==> config.mk <==
export PLATFORM = sky130hd
export DESIGN_NAME = seq_fifo_regs
export DESIGN_NICKNAME = d
export VERILOG_FILES = /design/src/hw/seqregs_pkg.sv /design/src/hw/seq_fifo_regs.sv /design/src/hw/seq_desc_reg.sv /design/src/hw/sleep_lock_ctrl.sv
export VERILOG_INCLUDE_DIRS = /design/src /design/src/hw
export SDC_FILE = /design/constraint.sdc
export NUM_CORES = 1
export LEC_CHECK = 0
export BUFFER_PORTS_ARGS = -buffer_cell sky130_fd_sc_hd__buf_2
export CORE_MARGIN = 5
export CORE_UTILIZATION = 35
export CTS_CLUSTER_SIZE = 14
export DETAILED_ROUTE_END_ITERATION = 8
export GPL_ROUTABILITY_DRIVEN = 1
export PLACE_DENSITY_LB_ADDON = 0.2
export SLEW_MARGIN = 20
export SYNTH_ARGS = -nofsm -noshare
export SYNTH_HDL_FRONTEND = slang
export SYNTH_HIERARCHICAL = 1
export SYNTH_SLANG_ARGS = --single-unit
==> constraint.sdc <==
create_clock -name clock -period 5.76 [get_ports clock]
set_clock_uncertainty 0.2 [all_clocks]
set_input_delay 0.864 -clock clock [delete_from_list [all_inputs] [get_ports clock]]
set_output_delay 0.864 -clock clock [all_outputs]
set_load 0.005 [all_outputs]
==> src/hw/seqregs_consts.svh <==
/*
 Offsets, field positions, reset values and the unlock password for the
 sequencer and memory-partition register bank.
 Assumes inclusion by bare name from design files.
*/
`ifndef SEQREGS_CONSTS_SVH
`define SEQREGS_CONSTS_SVH

`define OFS_TRIG_REQ 16'h0430
`define OFS_SYNC_OUT 16'h2054
`define OFS_SLEEP_LOCK 16'h2118
`define OFS_SLEEP_TRIG 16'h211c
`define OFS_SEQ0_DESC 16'h21cc
`define OFS_SEQ2_DESC 16'h21d0
`define OFS_CMD_WPTR 16'h21d4
`define OFS_MEM_PART 16'h21d8
`define OFS_DQ_THRES 16'h21e0
`define OFS_SEQ3_DESC 16'h21e4
`define OFS_SEQ1_DESC 16'h21e8
`define OFS_DQ_COUNT 16'h2200
`define OFS_SEQ_STATUS 16'h2204

`define CNT_HI 26
`define CNT_LO 16
`define PTR_HI 10
`define PTR_LO 0
`define DMODE_HI 11
`define DMODE_LO 9
`define DSIZE_HI 8
`define DSIZE_LO 6
`define CMODE_HI 5
`define CMODE_LO 3
`define CSIZE_HI 2
`define CSIZE_LO 0
`define LOCK_HI 19

`define MEM_PART_RESET 12'h410
`define SLEEP_PASSWORD 20'ha47e5

`endif

==> src/hw/seqregs_pkg.sv <==
/*
 Types shared by the sequencer register bank and its helpers.
 Assumes the consts header is also available to users.
*/
`default_nettype none
package seqregs_pkg;
   // one sequence descriptor: instruction count and start pointer
   typedef struct packed {
      logic [10:0] instrCount;
      logic [10:0] startPointer;
   } seq_desc_t;

   // sram split between command and data memory
   typedef struct packed {
      logic [2:0] dataMemoryMode;
      logic [2:0] dataMemorySize;
      logic [2:0] commandMemoryMode;
      logic [2:0] commandMemorySize;
   } mem_part_t;

   typedef enum logic [2:0] {
      SEQ_IDLE = 3'b001,
      SEQ_RUN = 3'b010,
      SEQ_SLEEP = 3'b100
   } seq_state_t;
endpackage : seqregs_pkg
`default_nettype wire

==> src/hw/seq_fifo_regs.sv <==
/*
 Sequencer and shared-SRAM control registers behind an AXI4-Lite slave.
 Assumes a sequencer engine that reports sequence end and a data queue that
 reports its word count, both on the same clock.
*/
// The AXI4-Lite register port was chosen for this implementation.
`default_nettype none
`include "seqregs_consts.svh"
module seq_fifo_regs (
   input wire logic clock,
   input wire logic nrst,
   input wire logic [15:0] s_axi_awaddr,
   input wire logic s_axi_awvalid,
   output logic s_axi_awready,
   input wire logic [31:0] s_axi_wdata,
   input wire logic [3:0] s_axi_wstrb,
   input wire logic s_axi_wvalid,
   output logic s_axi_wready,
   output logic [1:0] s_axi_bresp,
   output logic s_axi_bvalid,
   input wire logic s_axi_bready,
   input wire logic [15:0] s_axi_araddr,
   input wire logic s_axi_arvalid,
   output logic s_axi_arready,
   output logic [31:0] s_axi_rdata,
   output logic [1:0] s_axi_rresp,
   output logic s_axi_rvalid,
   input wire logic s_axi_rready,
   input wire logic sequenceEnd,
   input wire logic [10:0] wordsHeld,
   output logic [3:0] startSequence,
   output seqregs_pkg::seq_desc_t [3:0] seqDesc,
   output logic [10:0] commandWritePointer,
   output seqregs_pkg::mem_part_t memPart,
   output logic [10:0] upperWatermark,
   output logic [7:0] gpioSync,
   output logic sleepRequest
);
   localparam logic [1:0] RESP_OKAY = 2'b00;
   localparam logic [1:0] RESP_SLVERR = 2'b10;

   logic [15:0] awAddr;
   logic awHeld;
   logic [31:0] wData;
   logic [3:0] wStrb;
   logic wHeld;
   logic doWrite;
   logic [31:0] maskedData;
   logic writeHit;
   logic [31:0] readValue;
   logic readHit;
   logic [15:0] triggerReq;
   logic sleepTriggerBit;
   logic [19:0] lockValue;
   logic unlocked;
   logic [31:0] descWord [4];
   logic [3:0] descWrite;
   seqregs_pkg::seq_state_t seqState;

   // merge new bytes into old word by strobes
   function automatic logic [31:0] mergeBytes(input logic [31:0] oldWord, input logic [31:0] newWord,
                                               input logic [3:0] strb);
      logic [31:0] result;
      result = oldWord;
      for (int i = 0; i < 4; i++)
      begin
         if (strb[i])
            result[i*8 +: 8] = newWord[i*8 +: 8];
      end
      return result;
   endfunction

   // true when an offset names a register of this bank
   function automatic logic isMapped(input logic [15:0] addr);
      unique case (addr)
         `OFS_TRIG_REQ, `OFS_SYNC_OUT, `OFS_SLEEP_LOCK, `OFS_SLEEP_TRIG, `OFS_SEQ0_DESC,
         `OFS_SEQ1_DESC, `OFS_SEQ2_DESC, `OFS_SEQ3_DESC, `OFS_CMD_WPTR, `OFS_MEM_PART,
         `OFS_DQ_THRES, `OFS_DQ_COUNT, `OFS_SEQ_STATUS:
            return 1'b1;
         default:
            return 1'b0;
      endcase
   endfunction

   // write channels taken independently, held until the response is accepted
   assign s_axi_awready = !awHeld && !s_axi_bvalid;
   assign s_axi_wready = !wHeld && !s_axi_bvalid;
   assign doWrite = awHeld && wHeld && !s_axi_bvalid;

   always_ff @(posedge clock)
   begin
      if (!nrst)
      begin
         awHeld <= 1'b0;
         awAddr <= 16'h0000;
      end
      else if (s_axi_awvalid && s_axi_awready)
      begin
         awHeld <= 1'b1;
         awAddr <= {s_axi_awaddr[15:2], 2'b00};
      end
      else if (doWrite)
         awHeld <= 1'b0;
   end

   always_ff @(posedge clock)
   begin
      if (!nrst)
      begin
         wHeld <= 1'b0;
         wData <= 32'h00000000;
         wStrb <= 4'h0;
      end
      else if (s_axi_wvalid && s_axi_wready)
      begin
         wHeld <= 1'b1;
         wData <= s_axi_wdata;
         wStrb <= s_axi_wstrb;
      end
      else if (doWrite)
         wHeld <= 1'b0;
   end

   // response one cycle after both halves are in
   always_ff @(posedge clock)
   begin
      if (!nrst)
      begin
         s_axi_bvalid <= 1'b0;
         s_axi_bresp <= RESP_OKAY;
      end
      else if (doWrite)
      begin
         s_axi_bvalid <= 1'b1;
         s_axi_bresp <= isMapped(awAddr) ? RESP_OKAY : RESP_SLVERR;
      end
      else if (s_axi_bready)
         s_axi_bvalid <= 1'b0;
   end

   assign writeHit = doWrite && isMapped(awAddr);
   // unwritten bytes keep current contents
   assign maskedData = mergeBytes(readValue, wData, wStrb);

   // descriptor and lock helpers
   assign descWrite[0] = writeHit && awAddr == `OFS_SEQ0_DESC;
   assign descWrite[1] = writeHit && awAddr == `OFS_SEQ1_DESC;
   assign descWrite[2] = writeHit && awAddr == `OFS_SEQ2_DESC;
   assign descWrite[3] = writeHit && awAddr == `OFS_SEQ3_DESC;

   for (genvar g = 0; g < 4; g++)
   begin : gDesc
      seq_desc_reg descReg (
         .clock(clock),
         .nrst(nrst),
         .writeEn(descWrite[g]),
         .writeData(maskedData),
         .desc(seqDesc[g]),
         .readWord(descWord[g])
      );
   end

   sleep_lock_ctrl lockCtrl (
      .clock(clock),
      .nrst(nrst),
      .lockWrite(writeHit && awAddr == `OFS_SLEEP_LOCK),
      .lockData(maskedData[`LOCK_HI:0]),
      .lockValue(lockValue),
      .unlocked(unlocked)
   );

   // plain control registers, reserved bits dropped
   always_ff @(posedge clock)
   begin
      if (!nrst)
      begin
         commandWritePointer <= 11'h000;
         memPart <= `MEM_PART_RESET;
         upperWatermark <= 11'h000;
         gpioSync <= 8'h00;
      end
      else if (writeHit)
      begin
         unique case (awAddr)
            `OFS_CMD_WPTR:
               commandWritePointer <= maskedData[`PTR_HI:`PTR_LO];
            `OFS_MEM_PART:
            begin
               memPart.dataMemoryMode <= maskedData[`DMODE_HI:`DMODE_LO];
               memPart.dataMemorySize <= maskedData[`DSIZE_HI:`DSIZE_LO];
               memPart.commandMemoryMode <= maskedData[`CMODE_HI:`CMODE_LO];
               memPart.commandMemorySize <= maskedData[`CSIZE_HI:`CSIZE_LO];
            end
            `OFS_DQ_THRES:
               upperWatermark <= maskedData[`CNT_HI:`CNT_LO];
            `OFS_SYNC_OUT:
               gpioSync <= maskedData[7:0];
            default:
               ;
         endcase
      end
   end

   // trigger bits self-clear once the start pulse is issued
   always_ff @(posedge clock)
   begin
      if (!nrst)
         triggerReq <= 16'h0000;
      else if (writeHit && awAddr == `OFS_TRIG_REQ)
         triggerReq <= {12'h000, maskedData[3:0]};
      else
         triggerReq <= 16'h0000;
   end
   assign startSequence = triggerReq[3:0];

   // sleep bit only accepted while unlocked; cleared once the sleep state is entered
   always_ff @(posedge clock)
   begin
      if (!nrst)
         sleepTriggerBit <= 1'b0;
      else if (writeHit && awAddr == `OFS_SLEEP_TRIG && unlocked)
         sleepTriggerBit <= maskedData[0];
      else if (seqState == seqregs_pkg::SEQ_SLEEP)
         sleepTriggerBit <= 1'b0;
   end

   // tracks sequence run and sleep entry at its end
   always_ff @(posedge clock)
   begin
      if (!nrst)
         seqState <= seqregs_pkg::SEQ_IDLE;
      else
      begin
         unique case (seqState)
            seqregs_pkg::SEQ_IDLE:
               if (|startSequence)
                  seqState <= seqregs_pkg::SEQ_RUN;
            seqregs_pkg::SEQ_RUN:
               if (sequenceEnd)
                  seqState <= sleepTriggerBit ? seqregs_pkg::SEQ_SLEEP : seqregs_pkg::SEQ_IDLE;
            seqregs_pkg::SEQ_SLEEP:
               if (|startSequence)
                  seqState <= seqregs_pkg::SEQ_RUN; // wake by next trigger
            default:
               seqState <= seqregs_pkg::SEQ_IDLE;
         endcase
      end
   end
   assign sleepRequest = (seqState == seqregs_pkg::SEQ_SLEEP);

   // read mux, reserved bits zero
   always_comb
   begin
      readValue = 32'h00000000;
      unique case (s_axi_bvalid || awHeld ? awAddr : {s_axi_araddr[15:2], 2'b00})
         `OFS_TRIG_REQ: readValue = {16'h0000, triggerReq};
         `OFS_SYNC_OUT: readValue = {24'h000000, gpioSync};
         `OFS_SLEEP_LOCK: readValue = {12'h000, lockValue};
         `OFS_SLEEP_TRIG: readValue = {31'h00000000, sleepTriggerBit};
         `OFS_SEQ0_DESC: readValue = descWord[0];
         `OFS_SEQ1_DESC: readValue = descWord[1];
         `OFS_SEQ2_DESC: readValue = descWord[2];
         `OFS_SEQ3_DESC: readValue = descWord[3];
         `OFS_CMD_WPTR: readValue = {21'h000000, commandWritePointer};
         `OFS_MEM_PART: readValue = {20'h00000, memPart};
         `OFS_DQ_THRES: readValue = {5'h00, upperWatermark, 16'h0000};
         `OFS_DQ_COUNT: readValue = {5'h00, wordsHeld, 16'h0000};
         `OFS_SEQ_STATUS: readValue = {29'h00000000, seqState};
         default: readValue = 32'h00000000;
      endcase
   end

   // reads wait while a write is pending so the shared mux is free
   assign s_axi_arready = !s_axi_rvalid && !awHeld && !s_axi_bvalid;

   always_ff @(posedge clock)
   begin
      if (!nrst)
      begin
         s_axi_rvalid <= 1'b0;
         s_axi_rdata <= 32'h00000000;
         s_axi_rresp <= RESP_OKAY;
      end
      else if (s_axi_arvalid && s_axi_arready)
      begin
         s_axi_rvalid <= 1'b1;
         s_axi_rdata <= readValue;
         s_axi_rresp <= isMapped({s_axi_araddr[15:2], 2'b00}) ? RESP_OKAY : RESP_SLVERR;
      end
      else if (s_axi_rready)
         s_axi_rvalid <= 1'b0;
   end

   a_lock_gates_sleep: assert property (@(posedge clock) disable iff (!nrst)
      (!unlocked && !sleepTriggerBit) |=> !sleepTriggerBit)
      else $error("sleep bit set while locked");
   a_sleep_at_end: assert property (@(posedge clock) disable iff (!nrst)
      (seqState == seqregs_pkg::SEQ_RUN && sequenceEnd && sleepTriggerBit) |=> sleepRequest)
      else $error("no sleep after sequence end");
   a_no_early_sleep: assert property (@(posedge clock) disable iff (!nrst)
      (seqState == seqregs_pkg::SEQ_RUN && !sequenceEnd) |=> !sleepRequest)
      else $error("sleep before sequence end");
   a_trigger_pulse: assert property (@(posedge clock) disable iff (!nrst)
      (writeHit && awAddr == `OFS_TRIG_REQ) |=> startSequence == $past(maskedData[3:0]) ##1 startSequence == 4'h0)
      else $error("trigger pulse wrong");
   a_trig_reserved: assert property (@(posedge clock) disable iff (!nrst)
      triggerReq[15:4] == 12'h000)
      else $error("trigger reserved bits set");
   a_count_read: assert property (@(posedge clock) disable iff (!nrst)
      (s_axi_arvalid && s_axi_arready && s_axi_araddr == `OFS_DQ_COUNT) |=> s_axi_rdata == {5'h00, $past(wordsHeld), 16'h0000})
      else $error("count read wrong");
   a_gpio_follows: assert property (@(posedge clock) disable iff (!nrst)
      (writeHit && awAddr == `OFS_SYNC_OUT) |=> gpioSync == $past(maskedData[7:0]))
      else $error("gpio not updated");
   a_wptr_write: assert property (@(posedge clock) disable iff (!nrst)
      (writeHit && awAddr == `OFS_CMD_WPTR) |=> commandWritePointer == $past(maskedData[10:0]))
      else $error("write pointer not updated");
   a_mem_part: assert property (@(posedge clock) disable iff (!nrst)
      (writeHit && awAddr == `OFS_MEM_PART) |=> memPart == $past(maskedData[11:0]))
      else $error("partition not updated");
   a_thres_write: assert property (@(posedge clock) disable iff (!nrst)
      (writeHit && awAddr == `OFS_DQ_THRES) |=> upperWatermark == $past(maskedData[26:16]))
      else $error("threshold not updated");
   a_desc_write: assert property (@(posedge clock) disable iff (!nrst)
      descWrite[2] |=> seqDesc[2] == {$past(maskedData[26:16]), $past(maskedData[10:0])})
      else $error("descriptor not updated");
   a_lock_pw: assert property (@(posedge clock) disable iff (!nrst)
      (writeHit && awAddr == `OFS_SLEEP_LOCK) |=> unlocked == ($past(maskedData[19:0]) == `SLEEP_PASSWORD))
      else $error("lock state wrong");
   a_reserved_zero: assert property (@(posedge clock) disable iff (!nrst)
      (s_axi_arvalid && s_axi_arready && s_axi_araddr == `OFS_MEM_PART) |=> s_axi_rdata[31:12] == 20'h00000)
      else $error("reserved bits nonzero");
   a_mode_reset: assert property (@(posedge clock)
      !nrst |=> memPart.dataMemoryMode == 3'h2)
      else $error("data mode reset wrong");
endmodule // seq_fifo_regs
`default_nettype wire

==> src/hw/seq_desc_reg.sv <==
/*
 One sequence descriptor register: 11-bit count and 11-bit start pointer.
 Assumes the bus slave delivers a one-cycle write strobe with byte-masked data.
*/
`default_nettype none
`include "seqregs_consts.svh"
module seq_desc_reg (
   input wire logic clock,
   input wire logic nrst,
   input wire logic writeEn,
   input wire logic [31:0] writeData,
   output seqregs_pkg::seq_desc_t desc,
   output logic [31:0] readWord
);
   // reserved bits dropped on write
   always_ff @(posedge clock)
   begin
      if (!nrst)
         desc <= '0;
      else if (writeEn)
      begin
         desc.instrCount <= writeData[`CNT_HI:`CNT_LO];
         desc.startPointer <= writeData[`PTR_HI:`PTR_LO];
      end
   end

   // reserved bits read zero
   assign readWord = {5'h00, desc.instrCount, 5'h00, desc.startPointer};
endmodule // seq_desc_reg
`default_nettype wire

==> src/hw/sleep_lock_ctrl.sv <==
/*
 Password lock guarding the sleep trigger bit.
 Assumes a one-cycle write strobe from the bus slave.
*/
`default_nettype none
`include "seqregs_consts.svh"
module sleep_lock_ctrl (
   input wire logic clock,
   input wire logic nrst,
   input wire logic lockWrite,
   input wire logic [19:0] lockData,
   output logic [19:0] lockValue,
   output logic unlocked
);
   // any value other than the password relocks
   always_ff @(posedge clock)
   begin
      if (!nrst)
      begin
         lockValue <= 20'h00000;
         unlocked <= 1'b0;
      end
      else if (lockWrite)
      begin
         lockValue <= lockData;
         unlocked <= (lockData == `SLEEP_PASSWORD);
      end
   end
endmodule // sleep_lock_ctrl
`default_nettype wire

Yosys cells after proc, flatten, opt, wreduce, memory -nomap -nowiden. Index checks and enable logic that the tools add are counted.

Equal/unequal tests: 45. Mux-type cells: 27. Reduce and logical (&&, ||, !) cells: 38.

Operator list (count): one-hot mux 27 bit (13 select lines) (1); == test 14 x 12 -> 1 bit (second input constant) (24); == test 16 x 14 -> 1 bit (second input constant) (12); == test 14 x 9 -> 1 bit (second input constant) (2); OR reduction 13 bit (2); two-way mux 8 bit (3); == test 20 bit (second input constant) (1); logical AND 1 bit (18); == test 16 x 11 -> 1 bit (second input constant) (1); two-way mux 16 bit (1); two-way mux 1 bit (15); two-way mux 3 bit (4); AND reduction 2 bit (6); nonzero test 2 bit (5); one-hot mux 3 bit (2 select lines) (1); zero test 1 bit (4); two-way mux 2 bit (2); OR reduction 4 bit (1); == test 3 x 1 -> 1 bit (second input constant) (1); == test 3 x 2 -> 1 bit (second input constant) (1); == test 3 bit (second input constant) (1); inequality test 2 x 1 -> 1 bit (second input constant) (1); inequality test 2 bit (second input constant) (1); OR reduction 2 bit (1); logical OR 1 bit (1).

Flip-flop bits (word level): 256. Output and inout bits: 176. Word-level logic and storage cells: 141.

Logic depth before layout (Yosys ltp).
Depth in word-level cells: 7. Mapped depth: 13. Mapped depth without buffers: 10.

Modules after synthesis. The synthesis kept the hierarchy.

By module, submodules not included: seq_fifo_regs (times used 1, cells each 1054, area each 8389.3 um^2, sequential area each 2762.6 um^2); seq_desc_reg (times used 4, cells each 104, area each 1101.1 um^2, sequential area each 440.4 um^2); sleep_lock_ctrl (times used 1, cells each 75, area each 869.6 um^2, sequential area each 420.4 um^2).

Worst setup path after synthesis. Ideal clock, no wire load.

Path kind: input -> register. From: input s_axi_araddr[11]. To: register lockCtrl.unlocked. Setup time: 0.084 ns. Arrival: 3.276 ns. Data required time: 5.476 ns. Setup slack: 2.200 ns. Stages: 10. Path through: or4_4 -> nor4_4 -> o221a_2 -> buf_6 -> a222oi_1 -> a21boi_1 -> mux2i_1 -> and4bb_2 -> nand4_1 -> o31ai_2.

Longest elaborated chain between the ends: 5. Elaborated cells on any way between the ends: 19.

RTL lines: start, declared (line seq_fifo_regs.sv:22) `input wire logic [15:0] s_axi_araddr,`; two-way mux 16 bit * (line seq_fifo_regs.sv:255) `unique case (s_axi_bvalid || awHeld ? awAddr : {s_axi_araddr[15:2], 2'b00})`; == test 16 x 14 -> 1 bit or == test 16 x 11 -> 1 bit (tied branches) (line seq_fifo_regs.sv:255); one-hot mux 27 bit (13 select lines) * (line seq_fifo_regs.sv:255); two-way mux 8 bit * (line seq_fifo_regs.sv:67) `if (strb[i])`; via maskedData[17] (line seq_fifo_regs.sv:48) `logic [31:0] maskedData;`; == test 20 bit (no source line) *; end signal, assigned (line sleep_lock_ctrl.sv:26) `` unlocked <= (lockData == `SLEEP_PASSWORD); ``; end, declared (line sleep_lock_ctrl.sv:13) `output logic unlocked`.

Mark *: on every way through the listed nets, which the timed path passes. The rest lies on a longest branch. A chain may end at the register's enable or synchronous reset.

Final worst setup path.
From: register s_axi_bvalid. To: register lockCtrl.unlocked.

Longest elaborated chain between the ends: 6. Elaborated cells on any way between the ends: 24.

RTL lines: start, declared (line seq_fifo_regs.sv:20) `output logic s_axi_bvalid,`; start signal, assigned (line seq_fifo_regs.sv:129) `s_axi_bvalid <= 1'b0;`; start signal, assigned (line seq_fifo_regs.sv:134) `s_axi_bvalid <= 1'b1;`; start signal, assigned (line seq_fifo_regs.sv:138) `s_axi_bvalid <= 1'b0;`; logical OR 1 bit * (line seq_fifo_regs.sv:255); two-way mux 16 bit * (line seq_fifo_regs.sv:255); == test 16 x 14 -> 1 bit or == test 16 x 11 -> 1 bit (tied branches) (line seq_fifo_regs.sv:255); one-hot mux 27 bit (13 select lines) * (line seq_fifo_regs.sv:255); two-way mux 8 bit * (line seq_fifo_regs.sv:67); via maskedData[7] (line seq_fifo_regs.sv:48); == test 20 bit (no source line) *.

Marked as above.

==> results.tsv <==
metric	value	unit
finalWorstSetupSlack	1201	ps
diodes	0	
busiest_layer	met2	
reg2reg_slack	1200	ps
leakage	5.525	nW
avgViaCountPerCell	5.534	
cts_hold_buf	0	
grt_max_degree	132	
r2r-start	s_axi_bvalid	
cp_slowest_cell	o21ai_2	
period_needed	4559	ps
cts_resized	0	
hold_end	wData[11]	
crit_required	6040	ps
r2r_cells	11	
die_w	206.0	um
antenna_found_initial	1	
via_count	11920	
grt_pass1_vias	11440	
cts_tree	built	
rows	71	
drt_iter0_markers	1072	
rsz0062_at_grt	no	
worstHoldStart	wData[11]	
crit_type	flip-flop to flip-flop	
grt_util_all_layers	23.90	%
syn_inst	1515	
hold_viol	0	
clockBufferDepth	3	
drive_above_1_share	24.24	%
slowest_delay	760	ps
initial_utilization	35.54	%
worstPathCellList	or2_4 > clkinv_4 > o21ai_2 > buf_4 > a22oi_1 > o221ai_1 > a211oi_1 > a21oi_1 > and4b_1 > nand4_1 > o31ai_2	
holdPathStages	2	
wire_per_inst	24.45	um
use_met3	5.225	%
num_io_pins	263	
wl	52650	um
routabilityCongestion	0.9301	
slew_headroom	21.98	%
cts.sinks	242	
cp_data_arrival_time	4840	ps
tightest_slew	1169	ps
die_area	0.04245	mm2
dpl_cell_area	0.01411	mm2
cp_max_fo	24	
cp-start-kind	flip-flop	
area_growth	12.19	%
dp_hpwl	37720	um
insertion_delay	570	ps
cap_violations	0	
globalRouteOverflowTotal	0	
place_ws	1202	ps
grtUsageMet2	37.62	%
clkSlewWorstSetupHoldPaths	60	ps
synthesis.area	0.01345	mm2
slew_viol_final	0	
status	completed	
max_freq	0.2193	GHz
postLayoutCellArea	0.01509	mm2
yosys_warnings	6	
drcViolationCount	0	
powerDensity	272.6	mW/mm2
fin_util	39.87	%
tns	0	ps
syn_avg_cell_area	8.878	um2
setup_viol	0	
nets	1707	
fin_crit_sh	79.16	%
numCtsBuffers	29	
core	0.03784	mm2
post-cts-setup-buffer-count	0	
r2r-end	lockCtrl/unlocked	
endpoint_kind	flip-flop	
grt_use_met1	32.73	%
cts_root_buffer	clkbuf_16	
min_path_type	flip-flop to flip-flop	
portBuffers	251	
grt_pass1_wl	77200	um
ant_nets	0	
dr.pass1.iters	6	
htreeDepth	1	
vdd_drop_max	0.0002424	V
die_h	206.0	um
-- cells in the final DEF, fill, tap and decap left out, types with 6 or more instances in the layout --
cell	instances
buf_4	30
a311oi_1	8
nor2_1	67
o21a_1	7
and2_1	7
nor4_2	10
o311a_1	12
o32ai_1	7
o21ai_1	6
nand3b_1	11
clkbuf_8	6
a32oi_1	9
nand3_1	43
mux2i_1	121
nor3_1	17
a21oi_1	96
o32ai_2	6
nor2b_1	117
dfxtp_1	242
o21ai_0	43
nand2_1	136
a222oi_1	20
a221o_1	7
clkbuf_1	7
nand4b_1	6
a22oi_1	30
o31ai_1	15
inv_1	37
nand4_1	10
nor4_1	9
buf_2	250
a211oi_1	20
clkbuf_16	29
conb_1	42
nand2b_1	13
o221ai_1	22
-- per-layer routing --
| metal | wire, um | part of all wire (%) |
|---|---|---|
| met1 | 22590 | 43 |
| met4 | 1798 | 3.4 |
| met2 | 23770 | 45 |
| met3 | 4485 | 8.5 |
| met5 | 7 | 0.013 |
-- flip-flops by register name, indices dropped and copies added (netlist names), 4 cells and up --
signal               flops
gpioSync                 8
upperWatermark          11
gDesc.descReg/desc      88
wStrb                    4
awAddr                  14
s_axi_rdata             32
wData                   27
triggerReq               4
memPart                 12
lockCtrl/lockValue      20
commandWritePointer     11
-- worst max-delay path by stage --
stage,end,depth (start not counted),slack (ps),start
2_1_floorplan,lockCtrl/unlocked,10,2200,s_axi_araddr[11]
3_3_place_gp,lockCtrl/unlocked,11,1240,s_axi_araddr[3]
3_5_place_dp,lockCtrl/unlocked,11,1200,s_axi_bvalid
4_1_cts,lockCtrl/unlocked,11,1210,s_axi_bvalid
5_1_grt,lockCtrl/unlocked,11,960,s_axi_bvalid
6_report,lockCtrl/unlocked,11,1200,s_axi_bvalid
-- critical path, delay by kind of cell (launching register included) --
family	cells	cell delay (ps)
and+or+nand+nor	3	820
buffers and inverters	2	590
DFF	1	570
AOI/OAI and AO/OA	6	2270
-- power by group --
group	switching, mW	internal (mW)
logic	0.308	0.138
registers	0.0489	1.72
clock network	0.764	1.14
-- metrics by stage --
stage / instances / hold slack, ps / power, mW
final: 2153 / 256.6 / 4.114
after global routing: 2153 / 285.4 / 4.261
after CTS: 2153 / 258.9 / 4.143
after detailed placement: 2100 / 250.5 / 2.247
after global placement: 2100 / 244.9 / 2.244
after floorplan: 1552 / 232.9 / 2.072
-- area by class of cell --
class	count	area (um2)
clock buffer	42	834.6
clock inverter	11	140.1
sequential	242	4845
multi-input combinational	1027	6983
timing repair buffer	281	1496
inverter	39	151.4
fill	3910	22750
tap	511	639.4
Power figures use the tool's default switching activity.
